**config.mk**
```make
export PLATFORM = sky130hd
export DESIGN_NAME = imdie_top
export DESIGN_NICKNAME = d
export VERILOG_FILES = /design/src/verilog/imdie_pkg.sv /design/src/verilog/imdie_top.sv
export SDC_FILE = /design/constraint.sdc
export NUM_CORES = 1
export LEC_CHECK = 0
export ABC_AREA = 1
export BUFFER_PORTS_ARGS = -buffer_cell sky130_fd_sc_hd__buf_2
export CORE_ASPECT_RATIO = 1.2
export CORE_MARGIN = 1.5
export CORE_UTILIZATION = 50
export CTS_BUF_LIST = sky130_fd_sc_hd__clkbuf_16
export DETAILED_ROUTE_END_ITERATION = 16
export PLACE_DENSITY = 0.75
export SETUP_SLACK_MARGIN = 0.5
export SLEW_MARGIN = 0
export SYNTH_ARGS = -nofsm -noshare
export SYNTH_HDL_FRONTEND = slang
export SYNTH_SLANG_ARGS = --single-unit
```
**constraint.sdc**
```tcl
create_clock -name clock -period 2.9 [get_ports clock]
set_clock_uncertainty 0.1 [all_clocks]
set_input_delay 0.145 -clock clock [delete_from_list [all_inputs] [get_ports clock]]
set_output_delay 0.145 -clock clock [all_outputs]
set_load 0.02 [all_outputs]
```
**src/verilog/imdie_pkg.sv**
```systemverilog
package imdie_pkg;

  // register byte addresses on the bus
  localparam logic [7:0] ADDR_MODE = 8'h00;
  localparam logic [7:0] ADDR_COUNT = 8'h04;
  localparam logic [7:0] ADDR_STATUS = 8'h08;
  localparam logic [7:0] ADDR_IRQ_EN = 8'h0c;
  localparam logic [7:0] ADDR_EXT_MODE = 8'h10;

  // main mode register field positions
  localparam int MODE_START_BIT = 0;
  localparam int MODE_STOP_BIT = 1;
  localparam int MODE_REPEAT_BIT = 2;
  localparam int MODE_FREE_BIT = 3;
  localparam int MODE_TX_BIT = 4;
  localparam int MODE_MASTER_BIT = 5;
  localparam int MODE_WIDTH = 6;

  // interrupt enable layout, bits above are reserved
  localparam int IRQ_EN_WIDTH = 7;
  localparam int STOP_DETECT_BIT = 5;

  // extended mode register
  localparam int EXT_LEGACY_BIT = 0;

  // reset values
  localparam logic [MODE_WIDTH-1:0] MODE_RESET = 6'h00;
  localparam logic [15:0] COUNT_RESET = 16'h0000;
  localparam logic [IRQ_EN_WIDTH-1:0] IRQ_EN_RESET = 7'h00;
  localparam logic LEGACY_RESET = 1'b1;

  // commands handed to the bit engine
  localparam logic [1:0] OP_START = 2'h0;
  localparam logic [1:0] OP_ADDR = 2'h1;
  localparam logic [1:0] OP_DATA = 2'h2;
  localparam logic [1:0] OP_STOP = 2'h3;

  typedef enum logic [2:0]
  {
    ST_IDLE = 3'b000,
    ST_START = 3'b001,
    ST_ADDR = 3'b010,
    ST_DATA = 3'b011,
    ST_STOP = 3'b100,
    ST_HOLD = 3'b101
  } imdie_state_t;

  // status events, msb first as in the enable register
  typedef struct packed
  {
    logic addressed_slave;
    logic stop_detect;
    logic tx_ready;
    logic rx_ready;
    logic reg_access_ready;
    logic no_ack;
    logic arbitration_loss;
  } imdie_ev_t;

endpackage

```
**src/verilog/imdie_top.sv**
```systemverilog
// The placing of the registers and the Wishbone slave port are this design's own decisions.
`timescale 1ns/10ps
// Contract
// - no start and no stop gives no activity; stop alone gives only STOP.
// - plain start sends START, address, counted data bytes, no STOP.
// - plain start with stop sends START, address, counted bytes, then STOP.
// - repeat start sends START, address, data until stop or new start.
// - repeat, start and stop all set is reserved and causes no activity.
// - addressed slave ignores transmit select and follows the master's direction.
// - free format slave role is fixed by transmit select for the transfer.
// - master role follows transmit select in both formats.
// - legacy timing bit alters slave transmitter ready timing; reads back, resets one.
// - interrupt enable reserved bits read zero and ignore writes.
// - enable bit 6 gates addressed-as-slave request.
// - enable bit 5 gates stop detected request.
// - enable bit 4 gates transmit ready request.
// - enable bit 3 gates receive ready request.
// - enable bit 2 gates register access ready request.
// - enable bit 1 gates missing acknowledge request.
// - enable bit 0 gates arbitration lost request; all enables reset zero.
// - free format sends no address byte; otherwise addressed format.
module imdie_top
  import imdie_pkg::*;
(
  input wire logic clock,
  input wire logic rst_n,
  input wire logic wb_cyc_i,
  input wire logic wb_stb_i,
  input wire logic wb_we_i,
  input wire logic [7:0] wb_adr_i,
  input wire logic [3:0] wb_sel_i,
  input wire logic [31:0] wb_dat_i,
  output logic [31:0] wb_dat_o,
  output logic wb_ack_o,
  input wire logic scl_pin,
  input wire logic sda_pin,
  input wire imdie_ev_t hw_events,
  input wire logic slave_dir_tx,
  input wire logic cmd_done,
  output logic cmd_valid,
  output logic [1:0] cmd_op,
  output logic tx_role,
  output logic legacy_status_timing,
  output logic irq_req
);

  // reset release through two flops
  logic rst_meta_reg;
  logic rst_sync_n;

  always_ff @(posedge clock or negedge rst_n)
  begin
    if (!rst_n)
    begin
      rst_meta_reg <= 1'b0;
      rst_sync_n <= 1'b0;
    end
    else
    begin
      rst_meta_reg <= 1'b1;
      rst_sync_n <= rst_meta_reg;
    end
  end

  // bus pins: two sync stages, plus one history stage on data only for edges
  logic scl_s1_reg, scl_s2_reg, sda_s1_reg, sda_s2_reg, sda_s3_reg;
  logic bus_stop_seen;

  always_ff @(posedge clock or negedge rst_sync_n)
  begin
    if (!rst_sync_n)
    begin
      scl_s1_reg <= 1'b1;
      scl_s2_reg <= 1'b1;
      sda_s1_reg <= 1'b1;
      sda_s2_reg <= 1'b1;
      sda_s3_reg <= 1'b1;
    end
    else
    begin
      scl_s1_reg <= scl_pin;
      scl_s2_reg <= scl_s1_reg;
      sda_s1_reg <= sda_pin;
      sda_s2_reg <= sda_s1_reg;
      sda_s3_reg <= sda_s2_reg;
    end
  end

  // stop on the wire: data rises while clock is high
  assign bus_stop_seen = scl_s2_reg && sda_s2_reg && !sda_s3_reg;

  // wishbone decode; a write lands on the edge that samples ack
  logic ack_reg, ack_next;
  logic [31:0] rdata_reg, rdata_next;
  logic wr_fire;
  logic [15:0] wmask;
  logic [15:0] wdata;

  assign wr_fire = wb_cyc_i && wb_stb_i && wb_we_i && ack_reg;
  assign wmask = {{8{wb_sel_i[1]}}, {8{wb_sel_i[0]}}};
  assign wdata = wb_dat_i[15:0];
  assign wb_ack_o = ack_reg;
  assign wb_dat_o = rdata_reg;

  // control state
  imdie_state_t st_reg, st_next;
  logic [MODE_WIDTH-1:0] mode_reg, mode_next;
  logic [15:0] count_reg, count_next;
  logic [15:0] left_reg, left_next;
  logic [1:0] op_reg, op_next;
  logic role_reg, role_next;
  logic [IRQ_EN_WIDTH-1:0] irq_en_reg, irq_en_next;
  logic legacy_reg, legacy_next;
  logic [IRQ_EN_WIDTH-1:0] pend_reg, pend_next;
  logic irq_reg, irq_next;
  logic tx_ready_dly_reg;
  logic launch_ok;
  logic m_start, m_stop, m_repeat, m_free, m_tx, m_master;
  imdie_ev_t ev_eff;

  assign m_start = mode_reg[MODE_START_BIT];
  assign m_stop = mode_reg[MODE_STOP_BIT];
  assign m_repeat = mode_reg[MODE_REPEAT_BIT];
  assign m_free = mode_reg[MODE_FREE_BIT];
  assign m_tx = mode_reg[MODE_TX_BIT];
  assign m_master = mode_reg[MODE_MASTER_BIT];
  // reserved combination must never launch
  // reserved combo blocked
  assign launch_ok = m_master && !(m_repeat && m_start && m_stop);

  // register read mux and ack timing
  always_comb
  begin
    ack_next = wb_cyc_i && wb_stb_i && !ack_reg;
    rdata_next = rdata_reg;
    if (ack_next)
    begin
      // unmapped addresses read zero and take no write
      case (wb_adr_i)
        ADDR_MODE: rdata_next = {26'h0000000, mode_reg};
        ADDR_COUNT: rdata_next = {16'h0000, count_reg};
        ADDR_STATUS: rdata_next = {25'h0000000, pend_reg};
        ADDR_IRQ_EN: rdata_next = {25'h0000000, irq_en_reg};
        ADDR_EXT_MODE: rdata_next = {31'h00000000, legacy_reg};
        default: rdata_next = 32'h00000000;
      endcase
    end
  end

  always_ff @(posedge clock or negedge rst_sync_n)
  begin
    if (!rst_sync_n)
    begin
      ack_reg <= 1'b0;
      rdata_reg <= 32'h00000000;
    end
    else
    begin
      ack_reg <= ack_next;
      rdata_reg <= rdata_next;
    end
  end

  // transfer sequencer, mode bits and count
  always_comb
  begin
    st_next = st_reg;
    mode_next = mode_reg;
    count_next = count_reg;
    left_next = left_reg;
    if (wr_fire && wb_adr_i == ADDR_MODE)
    begin
      mode_next = (mode_reg & ~wmask[MODE_WIDTH-1:0]) | (wdata[MODE_WIDTH-1:0] &
        wmask[MODE_WIDTH-1:0]);
    end
    if (wr_fire && wb_adr_i == ADDR_COUNT)
    begin
      count_next = (count_reg & ~wmask) | (wdata & wmask);
    end
    case (st_reg)
      ST_IDLE, ST_HOLD:
      begin
        if (launch_ok && m_start)
        begin
          st_next = ST_START;
          mode_next[MODE_START_BIT] = 1'b0;
          left_next = count_reg;
        end
        else if (launch_ok && m_stop)
        begin
          st_next = ST_STOP;
        end
      end
      ST_START:
      begin
        if (cmd_done)
        begin
          if (!m_free)
            st_next = ST_ADDR;
          else if (m_repeat || left_reg != 16'h0000)
            st_next = ST_DATA;
          else
            st_next = m_stop ? ST_STOP : ST_HOLD;
        end
      end
      ST_ADDR:
      begin
        if (cmd_done)
        begin
          if (m_repeat || left_reg != 16'h0000)
            st_next = ST_DATA;
          else
            st_next = m_stop ? ST_STOP : ST_HOLD;
        end
      end
      ST_DATA:
      begin
        if (cmd_done)
        begin
          left_next = left_reg - 16'h0001;
          if (m_repeat)
          begin
            if (m_stop)
              st_next = ST_STOP;
            else if (m_start)
            begin
              st_next = ST_START;
              mode_next[MODE_START_BIT] = 1'b0;
            end
          end
          else if (left_reg == 16'h0001)
          begin
            st_next = m_stop ? ST_STOP : ST_HOLD;
          end
        end
      end
      ST_STOP:
      begin
        if (cmd_done)
        begin
          st_next = ST_IDLE;
          mode_next[MODE_STOP_BIT] = 1'b0;
        end
      end
      default: st_next = ST_IDLE;
    endcase
    // software write in the same cycle wins over hardware clearing
    if (wr_fire && wb_adr_i == ADDR_MODE && wmask[0])
    begin
      mode_next[MODE_START_BIT] = wdata[MODE_START_BIT];
      mode_next[MODE_STOP_BIT] = wdata[MODE_STOP_BIT];
    end
    case (st_next)
      ST_START: op_next = OP_START;
      ST_ADDR: op_next = OP_ADDR;
      ST_DATA: op_next = OP_DATA;
      ST_STOP: op_next = OP_STOP;
      default: op_next = op_reg;
    endcase
    if (m_master || m_free)
      role_next = m_tx;
    else
      role_next = slave_dir_tx;
  end

  always_ff @(posedge clock or negedge rst_sync_n)
  begin
    if (!rst_sync_n)
    begin
      st_reg <= ST_IDLE;
      mode_reg <= MODE_RESET;
      count_reg <= COUNT_RESET;
      left_reg <= COUNT_RESET;
      op_reg <= OP_START;
      role_reg <= 1'b0;
    end
    else
    begin
      st_reg <= st_next;
      mode_reg <= mode_next;
      count_reg <= count_next;
      left_reg <= left_next;
      op_reg <= op_next;
      role_reg <= role_next;
    end
  end

  assign cmd_valid = (st_reg == ST_START) || (st_reg == ST_ADDR) ||
    (st_reg == ST_DATA) || (st_reg == ST_STOP);
  assign cmd_op = op_reg;
  assign tx_role = role_reg;
  assign legacy_status_timing = legacy_reg;

  // enables, legacy bit and pending events
  always_comb
  begin
    irq_en_next = irq_en_reg;
    legacy_next = legacy_reg;
    ev_eff = hw_events;
    ev_eff.stop_detect = hw_events.stop_detect || bus_stop_seen;
    if (!legacy_reg && !m_master && role_reg)
      ev_eff.tx_ready = tx_ready_dly_reg;
    if (wr_fire && wb_adr_i == ADDR_IRQ_EN && wmask[0])
      irq_en_next = wdata[IRQ_EN_WIDTH-1:0];
    // upper bits ignored, software keeps them zero
    if (wr_fire && wb_adr_i == ADDR_EXT_MODE && wmask[0])
      legacy_next = wdata[EXT_LEGACY_BIT];
    // write one clears, a new event in the same cycle wins
    pend_next = pend_reg;
    if (wr_fire && wb_adr_i == ADDR_STATUS && wmask[0])
      pend_next = pend_reg & ~wdata[IRQ_EN_WIDTH-1:0];
    pend_next = pend_next | ev_eff;
    irq_next = |(pend_reg & irq_en_reg);
  end

  always_ff @(posedge clock or negedge rst_sync_n)
  begin
    if (!rst_sync_n)
    begin
      irq_en_reg <= IRQ_EN_RESET;
      legacy_reg <= LEGACY_RESET;
      pend_reg <= IRQ_EN_RESET;
      irq_reg <= 1'b0;
      tx_ready_dly_reg <= 1'b0;
    end
    else
    begin
      irq_en_reg <= irq_en_next;
      legacy_reg <= legacy_next;
      pend_reg <= pend_next;
      irq_reg <= irq_next;
      tx_ready_dly_reg <= hw_events.tx_ready;
    end
  end

  assign irq_req = irq_reg;
endmodule

```
==> results.yml, run 1 <==
global_routing:
  grt_pass1_wl_mm: 17.1
  grt_usage_pct: 23.4
  grt_max_degree: 84
  grt_pass1_vias: 3810
  grt-ovfl-total: 0
  antenna_found_initial: 0
synthesis:
  yosysSeqAreaShare_pct: 49.0
  syn_avg_cell_area_sq_um: 8.07
  synth_cell_type_count: 42
  ys_ff_latch: 85
  yosysWarnings: 0
  synthCells: 540
  async_flop_share_pct: 100
  synth_top_area_cell: "dfrtp_1"
  synthesis.area_sq_um: 4360
  synth_top_cell_area_share_pct: 45.4
  synth_top_cells_by_area: "dfrtp_1 45%, nand2_1 9.9%, o21ai_0 7.6%, inv_1 5.9%, dfstp_2 3.6%"
  synth-edff-count: 0
  ys.flop_type: "dfrtp_1"
timing:
  setup_viol: 0
  tns_ns: 0
  fin_crit_sh_pct: 72.9
  finalHoldViolations: 0
  max-slew-margin-rel_pct: 30.5
  drv_slew: 0
  fmax_mhz: 473
  whs_ns: 0.00222
  worst_pin_slew_ns: 1.04
  min_period_ns: 2.11
  rsz0062_at_grt: "false"
clocking:
  clock-sinks: 85
  cts-root-buf: "clkbuf_16"
  cts_tree: "yes"
  cts.repair.resized: 0
  clk_latency_ns: 0.33
  postCtsSetupBuffers: 0
  clkTransAtPathRegs_ns: 0.06
  htree_levels: 3
  postCtsHoldBufs: 21
  cts-buffers-inserted: 9
  cts_buffer_depth: 2
floorplan:
  io-pin-count: 99
  die_h_um: 105
  dieArea_sq_um: 9280
  die_x_um: 88.2
  rows: 37
  start_util_pct: 51.1
  core-area_sq_um: 8520
finish:
  antenna-diode-count: 0
  drive_gt1_share_pct: 18.1
  finish.utilization_pct: 61.3
  final_nets: 687
  area_growth_pct: 19.9
  seqCellArea_sq_um: 2140
  fillers: 795
  multi_input_area_sq_um: 1800
drt:
  drc_errors: 0
  dr.pass1.iters: 5
  vias: 3858
  finalWirelength_mm: 10.2
  vias_per_cell: 5.17
  detail-route-antenna-nets: 0
  dr.first_iter.drc_count: 318
  post_drt_wl_per_cell_um: 13.7
place:
  io_buffers: 64
  dp_hpwl_mm: 7.23
  gp_congestion: 0.937
critical_path:
  critPathKind: "in2reg"
  critPathLaunchType: "input port"
  worstPathArrival_ns: 2.22
  critical_path_required_ns: 3.01
  endpoint_kind: "register"
  crit_fanout: 22
worst_hold_path:
  hold_class: "in2reg"
pwr:
  p_leak_uw: 0.00265
  power.density_nw_per_um2: 687
  totalPowerFinal_uw: 3590
  vdd.ir_drop.worst_v: 0.000364
flow_run:
  max-cap-violations: 0
status:
  status: "finished clean"
-- final cells by class --
class | instances | area share [%]
tap | 117 | 2.80
sequential | 85 | 40.9
timing repair buffer | 87 | 10.4
inverter | 75 | 5.39
clock buffer | 9 | 4.31
multi-input combinational | 366 | 34.5
clock inverter | 7 | 1.58
-- critical path, stage by stage --
cell	delay [ns]
dlygate4sd3_1	0.52
buf_2	0.10
nand2_1	0.05
dlygate4sd3_1	0.55
nor2_1	0.21
inv_1	0.33
a21oi_1	0.22
a31oi_1	0.10
-- power breakdown --
group	switching [uW]	total [uW]	internal (uW)	leakage [uW]
registers	155	1490	1330	0.00102
clock network	482	1160	679	0.000144
logic	602	943	342	0.00148
total	1240	3590	2350	0.00265
-- synth_stat cells, drive strengths merged, types with 4 or more instances --
| library cell | number |
|---|---|
| a21oi | 27 |
| buf | 21 |
| clkbuf | 8 |
| dfrtp | 79 |
| dfstp | 6 |
| inv | 75 |
| nand2 | 119 |
| nand3 | 33 |
| nand4 | 5 |
| nor2 | 47 |
| nor3 | 6 |
| o211ai | 4 |
| o21ai | 80 |
| xor2 | 5 |
-- final timing paths --
check / slack, ns / cells past startpoint / start / end
worst min register to register: 0.26 / 0 / scl_s1_reg / scl_s2_reg
worst min-delay path: 0.002 / 3 / wb_dat_i[13] / register
worst max register to register: 0.86 / 10 / left_reg[0] / left_reg[14]
min in group asynchronous: 0.02 / 2 / rst_n / rst_meta_reg
worst max-delay path: 0.79 / 8 / wb_stb_i / wb_dat_o[0]
max in group asynchronous: 1.61 / 0 / rst_sync_n / left_reg[1]
-- logic make-up after synthesis --
kind of cell               after synthesis  share of synthesized area (%)
and+or+nand+nor                        212                           21.6
AOI/OAI and AO/OA                      129                           16.5
buffers and inverters                  104                           10.9
DFF                                     85                           49.0
xor gates and xnor gates                 5                           1.01
adders and majority gates                3                          0.862
other                                    2                          0.172
-- layout by cell type, fill, tap and decap left out, drive strengths merged, types with 3 or more instances in the layout --
master	instances
a21oi	27
a221oi	3
buf	66
clkbuf	9
conb	17
dfrtp	79
dfstp	6
dlygate4sd3	21
ha	3
inv	77
nand2	119
nand3	33
nand4	5
nor2	47
nor3	6
o211ai	4
o21ai	80
o22ai	3
xor2	5
-- metrics by stage --
stage          worst slack (ns)  area (sq um)  cells
6_report                  0.786          5220    746
5_1_grt                   0.671          5220    746
4_1_cts                   0.803          5220    746
3_5_place_dp              0.898          4710    709
3_3_place_gp              0.963          4710    709
2_1_floorplan              1.17          4410    555
-- metal layers --
| layer | GRT usage, % | wire (um) | up-vias |
|---|---|---|---|
| met4 | 8.59 | 206 | 0 |
| met1 | 30.2 | 4440 | 1830 |
| met2 | 39.4 | 5070 | 119 |
| li1 | - | - | 1893 |
| met5 | 0 | 0 | - |
| met3 | 3.68 | 485 | 16 |
(Power assumes the default switching activity.)
==> run 2, diff against run 1 <==
--- a/config.mk
+++ b/config.mk
@@ -5,14 +5,14 @@
 export SDC_FILE = /design/constraint.sdc
 export NUM_CORES = 1
 export LEC_CHECK = 0
-export ABC_AREA = 1
+export ABC_AREA = 0
 export BUFFER_PORTS_ARGS = -buffer_cell sky130_fd_sc_hd__buf_2
 export CORE_ASPECT_RATIO = 1.2
 export CORE_MARGIN = 1.5
-export CORE_UTILIZATION = 50
+export CORE_UTILIZATION = 49
 export CTS_BUF_LIST = sky130_fd_sc_hd__clkbuf_16
 export DETAILED_ROUTE_END_ITERATION = 16
-export PLACE_DENSITY = 0.75
+export PLACE_DENSITY = 0.77
 export SETUP_SLACK_MARGIN = 0.5
 export SLEW_MARGIN = 0
 export SYNTH_ARGS = -nofsm -noshare
==> constraint.sdc (replaced) <==
create_clock -name clock -period 1.7 [get_ports clock]
set_clock_uncertainty 0.1 [all_clocks]
set_input_delay 0.085 -clock clock [delete_from_list [all_inputs] [get_ports clock]]
set_output_delay 0.085 -clock clock [all_outputs]
set_load 0.02 [all_outputs]
==> run 2 against run 1 <==
The flow now finishes with violations (setup timing); via count increased by 20%; synthesized area decreased by 2.6%; combinational power increased by 130%; worst hold slack improved by 0.074 ns; global-route usage increased by 11 points; die area decreased by 0.55%; register-to-register slack got worse by 1.4 ns; non-clock buffer count increased by 113; design area increased by 33%; sequential power increased by 60%; sequential cell count unchanged; critical path type is now reg2reg; critical endpoint is now left_reg[14]; largest cell class is now multi-input gates; highest routed layer unchanged.
==> results.yml, run 2 <==
status:
  status: "finished, violations left"
  violations: "setup timing"
critical_path:
  critPathLaunchType: "register"
  r2r_setup_slack_ns: -0.51
  crit_fanout: 4
  slowest_stage: "or4_4"
  crit_path_cell_trace: "or4_4 > or2_4 > or2_4 > o31a_1 > o21ai_1 > o21ai_1"
  slowest_delay_ns: 0.61
  endpoint_kind: "register"
  critical_path_required_ns: 1.84
  reg2regPathDepth: 6
  worstPathArrival_ns: 2.35
  setup.worst_path.start: "left_reg[9]"
  crit-reg2reg-launch: "left_reg[9]"
  r2r-end: "left_reg[14]"
  crit_end: "left_reg[14]"
  critPathKind: "reg2reg"
synthesis:
  ys.flop_type: "dfrtp_1"
  syn_avg_cell_area_sq_um: 10.3
  synth_cell_type_count: 61
  yosysWarnings: 0
  yosysSeqAreaShare_pct: 50.3
  synth.most_common_cell: "dfrtp_1"
  synth-edff-count: 0
  synthCells: 412
  synth_top_area_cell: "dfrtp_1"
  yosys-top-cells-count: "79 x dfrtp_1, 35 x nor2_1, 35 x o21ai_0"
  synth_top_cells_by_area: "dfrtp_1 47%, mux2_2 7.7%, o21ai_0 4.1%, dfstp_2 3.7%, nor2_1 3.1%"
  async_flop_share_pct: 100
  ys_ff_latch: 85
  synth_top_cell_area_share_pct: 46.6
  synthesis.area_sq_um: 4240
drt:
  dr.pass1.iters: 5
  vias_per_cell: 6.38
  detail-route-antenna-nets: 0
  drc_errors: 0
  finalWirelength_mm: 18.1
  vias: 4614
  post_drt_wl_per_cell_um: 25.1
  dr.first_iter.drc_count: 567
pwr:
  power.density_nw_per_um2: 960
  p_leak_uw: 0.00315
  vdd.ir_drop.worst_v: 0.000679
  totalPowerFinal_uw: 6640
global_routing:
  antenna_found_initial: 0
  busiest_layer: "met2"
  grt_usage_pct: 34.4
  grt_pass1_vias: 4526
  grt_use_met2_pct: 58.8
  grt_pass1_wl_mm: 23.6
  grt-ovfl-total: 0
  met3_usage_pct: 7.42
  grt_max_degree: 32
  grtUsageMet1_pct: 37.2
clocking:
  clock-sinks: 85
  cts-root-buf: "clkbuf_16"
  htree_levels: 3
  cts_buffer_depth: 2
  cts_tree: "yes"
  cts-buffers-inserted: 9
  clkTransAtPathRegs_ns: 0.08
  clk_latency_ns: 0.35
finish:
  finish.utilization_pct: 81.7
  final_nets: 664
  area_growth_pct: 63.1
  fin_area_sq_um: 6920
  antenna-diode-count: 0
  stdcell_count: 723
  layout_commonest_cell: "dfrtp_1"
  final_cell_mix: "75 x dfrtp_1, 60 x buf_2, 54 x buf_4"
  drive_gt1_share_pct: 53.1
place:
  dp_hpwl_mm: 7.88
  placed_area_sq_um: 5360
  gp_congestion: 0.855
  dp_cells: 636
  io_buffers: 64
flow_run:
  max-cap-violations: 0
worst_hold_path:
  hold_depth: 3
  hold_class: "in2reg"
timing:
  tns_ns: -6.80
  max-slew-margin-rel_pct: 65.5
  setup_viol: 42
  drv_slew: 0
  fin_crit_sh_pct: 130
  finalHoldViolations: 0
  rsz0062_at_grt: "true"
  min_period_ns: 2.21
  worst_pin_slew_ns: 0.513
  fmax_mhz: 452
  timing.final.ws_setup_ns: -0.512
floorplan:
  start_util_pct: 50.1
  die_x_um: 88.0
  core-area_sq_um: 8470
  rows: 37
  io-pin-count: 99
  dieArea_sq_um: 9230
  die_h_um: 105
==> run 2: cell type report <==
cell class / count / area, sq um
multi-input combinational: 298 / 2520
sequential: 85 / 2140
timing repair buffer: 200 / 1770
fill: 412 / 1550
clock buffer: 9 / 225
tap: 117 / 146
clock inverter: 7 / 76.3
inverter: 7 / 38.8
==> run 2: routing by layer <==
layer	wire length, um	share of wire [%]	up-vias
li1	-	-	1848
met1	5960	33	2241
met2	9220	51	382
met3	1380	7.6	143
met4	1580	8.7	0
met5	0	0	-
==> run 2: power breakdown <==
group / total, uW / leakage (uW) / switching [uW] / internal (uW)
registers: 2390 / 0.00108 / 180 / 2210
logic: 2210 / 0.00193 / 1230 / 982
clock network: 2040 / 0.000148 / 1000 / 1040
==> run 2: through the flow <==
step / hold slack [ns] / worst slack [ns]
after CTS: 0.0300 / -0.408
final: 0.0763 / -0.512
after global placement: -0.230 / -0.398
after floorplan: -0.311 / -0.422
after global routing: 0.0844 / -0.550
after detailed placement: -0.227 / -0.498
==> run 2: timing repair <==
action                                  4_1_cts  5_1_grt
setup buffers                                24       13
hold buffers                                 28        0
resized for setup                           102       63
gates cloned                                  6        0
pin swaps                                    26       31
endpoints found under the setup margin       77       79
hold endpoints to repair                     43        0
==> run 2: cell families after synthesis <==
group                      share of synthesized area [%]
DFF                                                 50.3
other                                              0.177
adders and majority gates                          0.885
buffers and inverters                               5.42
AOI/OAI and AO/OA                                   15.7
and+or+nand+nor                                     16.2
muxes                                               11.1
xor gates and xnor gates                           0.206
==> run 2: worst max-delay path: cells and delay by family, from the launching register on <==
family	cells	cell delay, ns
AND/OR/NAND/NOR	3	1.16
AO/OA/AOI/OAI	3	0.42
flip-flops	1	0.41
==> run 2: how the worst min path moves through the flow <==
stage	start	end	slack [ns]
6_report	cmd_done	st_reg[2]	0.08
2_1_floorplan	rst_n	rst_meta_reg	-0.31
3_3_place_gp	rst_n	rst_meta_reg	-0.23
5_1_grt	cmd_done	st_reg[2]	0.08
4_1_cts	cmd_done	st_reg[2]	0.03
3_5_place_dp	rst_n	rst_meta_reg	-0.23
==> run 3, diff against run 2 <==
--- a/config.mk
+++ b/config.mk
@@ -10,7 +10,7 @@
 export CORE_ASPECT_RATIO = 1.2
 export CORE_MARGIN = 1.5
 export CORE_UTILIZATION = 49
-export CTS_BUF_LIST = sky130_fd_sc_hd__clkbuf_16
+export CTS_BUF_LIST = sky130_fd_sc_hd__clkbuf_8 sky130_fd_sc_hd__clkbuf_16
 export DETAILED_ROUTE_END_ITERATION = 16
 export PLACE_DENSITY = 0.77
 export SETUP_SLACK_MARGIN = 0.5
==> run 3 against run 2 <==
The run still ends with setup timing left; setup slack worse by 0.082 ns; critical endpoint unchanged; global-route usage up 0.15 points; worst hold slack worse by 0.048 ns; count of clock-buffer cells in the layout unchanged; largest power group unchanged; routed wire length down 6.1%.
==> results.yml, run 3 (synthesis results as in run 2) <==
global_routing:
  grt_pass1_vias: 4563
  grt-ovfl-total: 0
  grt_max_degree: 32
  antenna_found_initial: 0
  grt_pass1_wl_mm: 23.7
  grt_usage_pct: 34.6
clocking:
  clock-sinks: 85
  htree_levels: 3
  clk_latency_ns: 0.40
  cts_tree: "yes"
  cts-root-buf: "clkbuf_8"
  cts-buffers-inserted: 9
  cts_buffer_depth: 2
  clkTransAtPathRegs_ns: 0.10
critical_path:
  worstPathArrival_ns: 2.46
  crit_path_cell_trace: "or4_4 > or2_1 > or2_1 > o31a_1 > o21ai_1 > o21ai_1"
  slowest_delay_ns: 0.59
  critical_path_required_ns: 1.87
  endpoint_kind: "register"
  cp_num_buf_inv: 0
  critPathLaunchType: "register"
  slowest_stage: "or4_4"
  critPathKind: "reg2reg"
  crit_fanout: 4
  path_delay_family: "simple AND/OR/NAND/NOR gates"
pwr:
  p_leak_uw: 0.00312
  vdd.ir_drop.worst_v: 0.000659
  totalPowerFinal_uw: 6000
  power.density_nw_per_um2: 879
drt:
  top_layer: "met4"
  detail-route-antenna-nets: 0
  met1_length_mm: 5.64
  vias: 4446
  dr.pass1.iters: 5
  met3_length_mm: 1.38
  finalWirelength_mm: 17.0
  dr.first_iter.drc_count: 623
  vias_per_cell: 6.18
  wl_met2_mm: 8.43
  drc_errors: 0
  post_drt_wl_per_cell_um: 23.6
finish:
  final_cell_mix: "74 x dfrtp_1, 59 x buf_2, 49 x buf_6"
  antenna-diode-count: 0
  layout_commonest_cell: "dfrtp_1"
  final_nets: 661
  drive_gt1_share_pct: 52.7
  fin_area_sq_um: 6830
  finish.utilization_pct: 80.6
  stdcell_count: 720
  area_growth_pct: 60.9
status:
  status: "finished, violations left"
  violations: "setup timing"
timing:
  min_period_ns: 2.29
  setup_viol: 40
  fin_crit_sh_pct: 135
  finalHoldViolations: 0
  drv_slew: 0
  fmax_mhz: 436
  timing.final.ws_setup_ns: -0.595
  rsz0062_at_grt: "true"
floorplan:
  io-pin-count: 99
  start_util_pct: 50.1
  rows: 37
  die_x_um: 88.0
  dieArea_sq_um: 9230
  die_h_um: 105
  core-area_sq_um: 8470
place:
  placed_area_sq_um: 5360
  pre_cts_ws_ns: -0.498
  dp_cells: 636
  io_buffers: 64
  gp_congestion: 0.855
  dp_hpwl_mm: 7.88
worst_hold_path:
  hold_class: "in2reg"
flow_run:
  max-cap-violations: 0
==> run 3: timing repair <==
| action | CTS | global route |
|---|---|---|
| cloned | 6 | 0 |
| setup buffers | 24 | 10 |
| pin swaps | 32 | 21 |
| setup endpoints to repair | 77 | 81 |
| resized for setup | 102 | 62 |
| endpoints found under the hold margin | 44 | 0 |
| hold buffers | 28 | 0 |
==> run 3: final timing paths <==
path | start | endpoint | slack, ns | cells after the start
worst min-delay path | cmd_done | st_reg[2] | 0.03 | 3
min in group asynchronous | rst_sync_n | wb_dat_o[0] | 0.19 | 0
worst min register to register | rst_sync_n | wb_dat_o[0] | 0.19 | 0
max in group asynchronous | rst_sync_n | scl_s1_reg | 0.70 | 1
worst max register to register | left_reg[7] | left_reg[14] | -0.59 | 6
worst max-delay path | left_reg[7] | left_reg[14] | -0.59 | 6
==> run 3: report_power, final <==
part / internal, uW / total (uW) / switching (uW)
Sequential: 2210 / 2380 / 175
Clock: 583 / 1530 / 948
Combinational: 948 / 2090 / 1140
Total: 3740 / 6000 / 2270
==> run 3: layout make-up <==
cell class	count	area (sq um)
timing repair buffer	197	1780
sequential	85	2140
fill	399	1640
clock inverter	7	76.3
clock buffer	9	124
multi-input combinational	298	2520
inverter	7	38.8
tap	117	146
==> run 3: through the flow <==
step / setup TNS [ns] / hold WS, ns
CTS: -4.43 / -0.0151
detailed placement: -10.79 / -0.227
global placement: -9.43 / -0.230
finish: -6.80 / 0.0287
global route: -8.89 / 0.0280
floorplan: -5.52 / -0.311
==> run 3: layer usage <==
metal	GRT usage, %	up-vias
met5	0	-
met4	24.4	0
met3	9.08	139
met2	56.4	348
met1	38.1	2121
li1	-	1838
==> run 3: tightest hold or removal path, cell delays in order <==
cell and delay, ns:
buf_2 0.17, nand3_1 0.11, o21ai_2 0.10
